$ cat config.mk
export PLATFORM = sky130hd
export DESIGN_NAME = qrlpe_core
export DESIGN_NICKNAME = d
export VERILOG_FILES = /design/src/qrlpe_pkg.sv /design/src/qrlpe_core.sv
export SDC_FILE = /design/constraint.sdc
export NUM_CORES = 1
export LEC_CHECK = 0
export BUFFER_PORTS_ARGS = -buffer_cell sky130_fd_sc_hd__buf_2
export CAP_MARGIN = 15
export CORE_ASPECT_RATIO = 0.5
export CORE_UTILIZATION = 45
export DETAILED_ROUTE_END_ITERATION = 6
export PLACE_DENSITY = 0.65
export SKIP_LAST_GASP = 1
export SLEW_MARGIN = 15
export SYNTH_ARGS = -nofsm -noshare
export SYNTH_HDL_FRONTEND = slang
export SYNTH_SLANG_ARGS = --single-unit
$ cat constraint.sdc
create_clock -name clk_in -period 3.2 [get_ports clk_in]
set_clock_uncertainty 0.05 [all_clocks]
set_input_delay 0.64 -clock clk_in [delete_from_list [all_inputs] [get_ports clk_in]]
set_output_delay 0.64 -clock clk_in [all_outputs]
set_load 0.1 [all_outputs]
$ cat src/qrlpe_pkg.sv
package qrlpe_pkg;
  localparam logic [7:0] OPC_WREN     = 8'h06;
  localparam logic [7:0] OPC_ASI      = 8'h25;
  localparam logic [7:0] OPC_PE_A     = 8'h81;
  localparam logic [7:0] OPC_PE_B     = 8'hDB;
  localparam logic [7:0] OPC_QRD      = 8'hEB;
  localparam logic [7:0] OPC_QRD_DW   = 8'hE7;
  localparam int         SR5_LAT_LSB  = 4;
  localparam int         SR5_LAT_MSB  = 6;
  localparam int         SR5_DWA_BIT  = 0;
  localparam int         SR1_BUSY_BIT = 0;
  localparam int         SR1_WEL_BIT  = 1;
  localparam int         SR4_EE_BIT   = 2;
  localparam int         SR4_PE_BIT   = 3;
  localparam int         PAGE_LSB     = 8;
  localparam int         PAGE_MSB     = 20;
  localparam int         PAGE_W       = 13;
  localparam logic [2:0] LAT_SEL_LAST = 3'h4;
  localparam logic [3:0] DUMMY_STEP   = 4'h2;
  localparam logic [3:0] DUMMY_MAX    = 4'hA;
  localparam logic [1:0] ADDR_BYTES   = 2'h3;
  localparam logic [2:0] BIT_LAST     = 3'h7;
  localparam logic [2:0] QADDR_LAST   = 3'h5;
  localparam logic [2:0] QMODE_LAST   = 3'h1;
  localparam int         MODE_CONT_LSB = 4;
  localparam logic [1:0] MODE_CONT_VAL = 2'h2;
  localparam int         CLK_MHZ      = 250;
  localparam int         PAGE_ERASE_TIME_US = 25000;

  typedef enum logic [2:0] {
    QRLPE_IDLE, QRLPE_OPC, QRLPE_ADDR, QRLPE_QADDR,
    QRLPE_QMODE, QRLPE_ASI, QRLPE_SKIP
  } qrlpe_phase_t;

  typedef struct packed {
    logic       cs_n;
    logic       sck;
    logic [3:0] io;
  } qrlpe_pins_t;

  typedef struct packed {
    logic       done;
    logic       fail;
  } qrlpe_array_t;
endpackage

$ cat src/qrlpe_core.sv
`timescale 1ns/1ps
module qrlpe_core import qrlpe_pkg::*; #(
  parameter int PE_TIME_US = PAGE_ERASE_TIME_US
) (
  // Clock and reset
  input  wire logic                clk_in,
  input  wire logic                sys_rst_in,
  // Host pins
  input  wire qrlpe_pins_t         pins_in,
  output logic                     so_out,
  output logic                     so_oe_out,
  // Configuration
  input  wire logic [7:0]          status_register_five_in,
  input  wire logic                protect_in,
  // Flash array
  input  wire qrlpe_array_t        array_in,
  output logic                     erase_start_out,
  output logic [PAGE_W-1:0]        page_index_out,
  // Status and latency
  output logic [7:0]               status_register_one_out,
  output logic [7:0]               status_register_four_out,
  output logic [3:0]               dummy_clocks_out,
  output logic                     read_dword_out,
  output logic                     cont_read_out
);
  localparam int PE_CYCLES = PE_TIME_US * CLK_MHZ;
  localparam int TIMER_W   = $clog2(PE_CYCLES + 1);

  if (PE_TIME_US < 1) begin : g_chk
    $error("erase time must be at least one microsecond");
  end

  typedef struct packed {
    qrlpe_pins_t          s1;
    qrlpe_pins_t          s2;
    qrlpe_pins_t          s3;
    qrlpe_pins_t          pin;
    qrlpe_phase_t         phase;
    logic [2:0]           bit_cnt;
    logic [1:0]           byte_cnt;
    logic [23:0]          shift;
    logic [7:0]           opc;
    logic [7:0]           mode;
    logic                 dw_cmd;
    logic                 cont;
    logic                 write_enable_latch;
    logic                 busy;
    logic                 ee;
    logic                 pe;
    logic [TIMER_W-1:0]   timer;
    logic                 start;
    logic [PAGE_W-1:0]    page;
    logic                 so;
    logic                 so_oe;
    logic [3:0]           dummy;
    logic                 dword;
  } qrlpe_state_t;

  qrlpe_state_t state_reg;
  qrlpe_state_t state_next;

  function automatic logic [3:0] dummy_of(input logic [2:0] sel);
    logic [2:0] s;
    s = sel;
    if (s > LAT_SEL_LAST) begin
      s = LAT_SEL_LAST;
    end
    return DUMMY_STEP * ({1'b0, s} + 4'h1);
  endfunction

  always_comb begin
    logic       cs_fall;
    logic       cs_rise;
    logic       sck_rise;
    logic       si;
    logic [7:0] opc_now;
    logic [7:0] mode_now;
    cs_fall  = 1'b0;
    cs_rise  = 1'b0;
    sck_rise = 1'b0;
    si       = 1'b0;
    opc_now  = 8'h00;
    mode_now = 8'h00;
    state_next = state_reg;
    state_next.start = 1'b0;

    // Three-stage pin sampling, change taken when stages two and three agree
    state_next.s1 = pins_in;
    state_next.s2 = state_reg.s1;
    state_next.s3 = state_reg.s2;
    if (state_reg.s2.cs_n == state_reg.s3.cs_n) begin
      state_next.pin.cs_n = state_reg.s2.cs_n;
    end
    if (state_reg.s2.sck == state_reg.s3.sck) begin
      state_next.pin.sck = state_reg.s2.sck;
    end
    for (int i = 0; i < 4; i++) begin
      if (state_reg.s2.io[i] == state_reg.s3.io[i]) begin
        state_next.pin.io[i] = state_reg.s2.io[i];
      end
    end

    cs_fall  = state_reg.pin.cs_n & ~state_next.pin.cs_n;
    cs_rise  = ~state_reg.pin.cs_n & state_next.pin.cs_n;
    sck_rise = ~state_reg.pin.sck & state_next.pin.sck
             & ~state_next.pin.cs_n;
    si       = state_next.pin.io[0];
    opc_now  = {state_reg.shift[6:0], si};
    mode_now = {state_reg.mode[3:0], state_next.pin.io};

    // Self-timed erase run
    if (state_reg.busy) begin
      if (array_in.done) begin
        state_next.busy = 1'b0;
        state_next.ee   = array_in.fail;
        state_next.pe   = array_in.fail;
      end else if (state_reg.timer == '0) begin
        state_next.busy = 1'b0;
        state_next.ee   = 1'b1;
        state_next.pe   = 1'b1;
      end else begin
        state_next.timer = state_reg.timer - 1'b1;
      end
    end

    if (cs_fall) begin
      state_next.phase    = state_reg.cont ? QRLPE_QADDR : QRLPE_OPC;
      state_next.bit_cnt  = 3'h0;
      state_next.byte_cnt = 2'h0;
    end else if (cs_rise) begin
      if (state_reg.phase == QRLPE_ADDR
          && state_reg.bit_cnt == 3'h0
          && state_reg.byte_cnt == ADDR_BYTES
          && state_reg.write_enable_latch
          && !state_reg.busy
          && !protect_in) begin
        state_next.start = 1'b1;
        state_next.busy  = 1'b1;
        state_next.write_enable_latch   = 1'b0;
        state_next.ee    = 1'b0;
        state_next.pe    = 1'b0;
        state_next.timer = TIMER_W'(PE_CYCLES);
        state_next.page  = state_reg.shift[PAGE_MSB:PAGE_LSB];
      end else if (state_reg.phase == QRLPE_SKIP
                   && state_reg.opc == OPC_WREN
                   && state_reg.bit_cnt == 3'h0
                   && !state_reg.busy) begin
        state_next.write_enable_latch = 1'b1;
      end
      state_next.phase = QRLPE_IDLE;
    end else if (sck_rise) begin
      state_next.bit_cnt = state_reg.bit_cnt + 3'h1;
      case (state_reg.phase)
        QRLPE_OPC: begin
          state_next.shift = {state_reg.shift[22:0], si};
          if (state_reg.bit_cnt == BIT_LAST) begin
            state_next.opc   = opc_now;
            state_next.phase = QRLPE_SKIP;
            if ((opc_now == OPC_PE_A || opc_now == OPC_PE_B)
                && !state_reg.busy) begin
              state_next.phase    = QRLPE_ADDR;
              state_next.byte_cnt = 2'h0;
            end else if ((opc_now == OPC_QRD || opc_now == OPC_QRD_DW)
                         && !state_reg.busy) begin
              state_next.phase   = QRLPE_QADDR;
              state_next.dw_cmd  = (opc_now == OPC_QRD_DW);
              state_next.bit_cnt = 3'h0;
            end else if (opc_now == OPC_ASI) begin
              state_next.phase = QRLPE_ASI;
            end
          end
        end
        QRLPE_ADDR: begin
          state_next.shift = {state_reg.shift[22:0], si};
          if (state_reg.bit_cnt == BIT_LAST
              && state_reg.byte_cnt != ADDR_BYTES) begin
            state_next.byte_cnt = state_reg.byte_cnt + 2'h1;
          end
        end
        QRLPE_QADDR: begin
          state_next.shift = {state_reg.shift[19:0], state_next.pin.io};
          if (state_reg.bit_cnt == QADDR_LAST) begin
            state_next.phase   = QRLPE_QMODE;
            state_next.bit_cnt = 3'h0;
          end
        end
        QRLPE_QMODE: begin
          state_next.mode = mode_now;
          if (state_reg.bit_cnt == QMODE_LAST) begin
            state_next.cont = (mode_now[MODE_CONT_LSB +: 2]
                               == MODE_CONT_VAL);
            state_next.phase = QRLPE_SKIP;
          end
        end
        default: begin
        end
      endcase
    end

    // Active status interrupt drives busy each cycle
    state_next.so_oe = (state_next.phase == QRLPE_ASI);
    state_next.so    = state_next.busy;

    // Quad-read latency selection
    state_next.dummy = dummy_of(
      status_register_five_in[SR5_LAT_MSB:SR5_LAT_LSB]);
    state_next.dword = state_next.dw_cmd
                     | status_register_five_in[SR5_DWA_BIT];
  end

  always_ff @(posedge clk_in) begin
    if (sys_rst_in) begin
      state_reg <= '0;
    end else begin
      state_reg <= state_next;
    end
  end

  always_comb begin
    status_register_one_out = 8'h00;
    status_register_one_out[SR1_BUSY_BIT] = state_reg.busy;
    status_register_one_out[SR1_WEL_BIT]  = state_reg.write_enable_latch;
    status_register_four_out = 8'h00;
    status_register_four_out[SR4_EE_BIT] = state_reg.ee;
    status_register_four_out[SR4_PE_BIT] = state_reg.pe;
  end

  assign so_out           = state_reg.so;
  assign so_oe_out        = state_reg.so_oe;
  assign erase_start_out  = state_reg.start;
  assign page_index_out   = state_reg.page;
  assign dummy_clocks_out = state_reg.dummy;
  assign read_dword_out   = state_reg.dword;
  assign cont_read_out    = state_reg.cont;
endmodule

# Yosys cells after proc, flatten, opt, wreduce, memory -nomap -nowiden
# Cells that the tools add are included.
[word_totals] register_bits=121 in_bits=19 word_cells=149
[op_classes] n_addsub=4 magnitude_cmp=1 eq_ne=27 muxes=45 bitwise_logic=10 reduce_logical=31
[ops] operator="two-way mux 50 bit" count=1
[ops] operator="case mux 24 bit (2 select lines)" count=1
[ops] operator="two-way mux 47 bit" count=1
[ops] operator="two-way mux 23 bit" count=2
[ops] operator="two-way mux 43 bit" count=1
[ops] operator="two-way mux 41 bit" count=1
[ops] operator="two-way mux 40 bit" count=1
[ops] operator="two-way mux 8 bit" count=5
[ops] operator="equality test 8 bit (second input constant)" count=4
[ops] operator="two-way mux 3 bit" count=9
[ops] operator="two-way mux 26 bit" count=1
[ops] operator="zero test 23 bit" count=1
[ops] operator="subtractor 23 x 1 -> 23 bit (second input constant)" count=1
[ops] operator="equality test 3 bit (second input constant)" count=5
[ops] operator="two-way mux 1 bit" count=14
[ops] operator="logical AND 1 bit" count=11
[ops] operator="AND reduction 5 bit" count=2
[ops] operator="case mux 3 bit (3 select lines)" count=1
[ops] operator="equality test 8 x 3 -> 1 bit (second input constant)" count=1
[ops] operator="equality test 8 x 6 -> 1 bit (second input constant)" count=1
[ops] operator="two-way mux 2 bit" count=4
[ops] operator="AND reduction 4 bit" count=2
[ops] operator="adder 3 x 1 -> 3 bit (second input constant)" count=2
[ops] operator="equality test 1 bit" count=6
[ops] operator="other kinds (22)" count=40

# Longest topological paths before layout
[depth] word_depth=13 ltp_mapped=10 mapped_depth_nobuf=7

# Least setup slack after synthesis
# OpenSTA, ideal clock, no wires.
[synth_path] path_kind="register to register" start="register, netlist name so_out" end="register state_reg[32] (netlist bit)" setup_time_ns=0.072 arrival_time_ns=2.505 required_time_ns=3.078 setup_slack_ns=0.573 path_stages_with_launch=6 n_path_buf=0 period_less_slack_ns=2.627 cell_sequence="dfxtp_1 or4b_1 nor3_1 o311ai_0 xor2_1 a21oi_1"
[synth_lines] item="end signal: assignment" line_no="qrlpe_core.sv:215" rtl="state_reg <= state_next;"
[synth_lines] item="end: declaration" line_no="qrlpe_core.sv:59" rtl="qrlpe_state_t state_reg;"

==> out/metrics.cfg <==
[status]
status = finished, final reports clean

[detailed_routing]
firstDrtPassIters = 4
vias = 3710
vias_per_cell = 5.248
wl_per_cell_um = 13.85
drt_iter0_drc = 172
drc_errors = 0
routed_wl_um = 9793
drtAntennaViolNets = 0

[cts]
holdBufCountCts = 0
cts_tree = yes
cts_buffers = 9
clock_tree.buffer_depth = 2
numClockSinks = 111
ctsHtreeMaxLevel = 3
post_cts_buffers = 0
post_cts_resized = 0
path_clk_slew_ps = 70
clk_latency_ps = 350
cts_root_buf = clkbuf_16

[final_layout]
drive_gt1_share_pct = 16.90
final_cell_mix = 111 x dfxtp_1, 72 x nor2_1, 45 x mux2i_1, 38 x buf_2, 30 x nor2b_1
num_antenna_cells = 0
nets = 586
largest_reg_flops = 75
final_cell_area_sq_mm = 0.005653
areaGrowthSynthToFinish_pct = 8.449
layout_commonest_cell = dfxtp_1

[floorplanning]
core_sq_mm = 0.01115
die-area_sq_mm = 0.01204
ios = 57
start_util_pct = 46.76
fp-row-count = 27
die_h_um = 78.11
die_w_um = 154.2

[worst_setup_path]
cpPeakStageDelay_ps = 690
cp-start-kind = register
arrival_ps = 3070
worst_r2r_path_depth = 7
r2r_start = state_reg[103]
crit_chain = maj3_2 -> ha_1 -> or4_1 -> nor3_4 -> buf_12 -> nor2_1 -> a211oi_2
crit_path_max_fanout = 34
r2r-end = state_reg[77]
ff2ff_setup_slack_ps = 350
worstSetupPathType = reg -> reg
cp-end-kind = register
crit_required_ps = 3420
crit_path_top_delay_cell = or4_1

[logic_synthesis]
avgSynthCellArea_sq_um = 9.477
ys_types = 64
yosysWarnings = 0
syn_area_sq_mm = 0.005212
synthCells = 550
ys_ff_latch = 111
synthFlopType = dfxtp_1
synth_edf_count = 0
synth-async-reset-ratio_pct = 0
synth_seq_area_share_pct = 42.63

[sta]
period_needed_ps = 2846
relSlewSlack_pct = 47.54
hold_ws_ps = 387.3
slew_viol_final = 0
fmax_mhz = 351.4
finalHoldViolCount = 0
rsz0062_at_grt = false
tns_ps = 0
setup_viol = 0
tightest_slew_ps = 786.9
finalCritPeriodShare_pct = 88.92

[placed_design]
io_buffers = 39
place_area_sq_mm = 0.005330
hpwl_um = 6549
place.gp.congestion = 0.8209

[power]
p_per_area_mw_per_mm2 = 490.7
p_leak_nw = 2.263
peakVddDrop_v = 0.0002422

[worst_hold_path]
whs_path_depth = 1
holdPathEnd = state_next[109]
hp-class = reg -> reg
hp-start = state_next[115]

[flow_run]
cap_violations = 0

[global_routing]
track_usage_pct = 17.31
grt_antenna_before_repair = 0
grt_pass1_vias = 3547
grt_pass1_wl_um = 16930
grt_max_degree = 40
overflow = 0

-- power by group --
part | switching (mW) | internal (mW) | leakage, nW
registers | 0.00725 | 1.39 | 0.898
clock network | 0.526 | 0.688 | 0.152
logic | 0.132 | 0.0262 | 1.21
total | 0.666 | 2.11 | 2.26
-- per-stage QoR --
stage               utilization, %  setup slack, ps  std cells  power (mW)
floorplan                        -            573.4        562       1.585
CTS                          50.71            327.9        707       2.802
global placement             47.81            407.9        691       1.593
global route                 50.71            154.3        707       2.868
detailed placement           47.81            350.9        691       1.593
finish                       50.71            354.4        707       2.774
-- cells in the mapped netlist, types with 6 or more instances --
cell type	number	area share, %
inv_1	14	1.0
mux2i_1	45	8.6
nand3_1	7	0.67
xor2_1	10	1.7
a21oi_1	22	2.1
nand4_1	9	1.1
nor4_1	6	0.72
nor3_1	9	0.86
nor2b_1	30	3.6
o21ai_0	6	0.58
a211oi_2	20	4.8
nand2_1	16	1.2
buf_4	35	5.0
xnor2_1	10	1.7
ha_1	10	2.4
nor2_1	72	5.2
a211oi_1	8	1.2
clkbuf_1	18	1.3
dfxtp_1	111	43
buf_2	8	0.77
-- worst max path at each step --
| stage | from | to | slack [ps] | cells past startpoint |
|---|---|---|---|---|
| finish | state_reg[103] | state_reg[77] | 350 | 7 |
| CTS | state_reg[103] | state_reg[77] | 330 | 7 |
| global placement | state_reg[103] | state_reg[71] | 410 | 7 |
| floorplan | so_out | state_reg[32] | 570 | 5 |
| global route | state_reg[103] | state_reg[81] | 150 | 7 |
| detailed placement | state_reg[103] | state_reg[77] | 350 | 7 |
-- layer usage --
layer / GRT usage [%] / routed length [um]
met1: 22.93 / 5052
met2: 28.05 / 4407
met3: 4.417 / 290
met4: 4.700 / 43
met5: 0 / 0
-- worst max-delay path: cells and delay by family, from the launching register on --
family                   cells  cell delay, ps
adder cells (fa/ha/maj)      2             680
AND/OR/NAND/NOR              3            1230
AO/OA/AOI/OAI                1             190
buffers and inverters        1             270
flip-flops                   1             330
-- layout make-up --
class	count	area, sq um
clock buffers	9	225.2
clock inverters	7	97.59
fillers	1047	5495
inverters	14	52.55
multi-input cells	372	2589
flip-flops and latches	111	2222
well taps	145	181.4
repair buffers	49	285.3
-- logic make-up after synthesis --
kind of cell | count (synthesis) | share of synthesized area (%)
AOI/OAI and AO/OA | 84 | 12.89
xor gates and xnor gates | 20 | 3.360
adders and majority gates | 15 | 3.385
buffers and inverters | 79 | 8.689
DFF | 111 | 42.63
muxes | 46 | 8.857
other | 1 | 0.07194
and+or+nand+nor | 194 | 20.12
(Power assumes the default switching activity.)
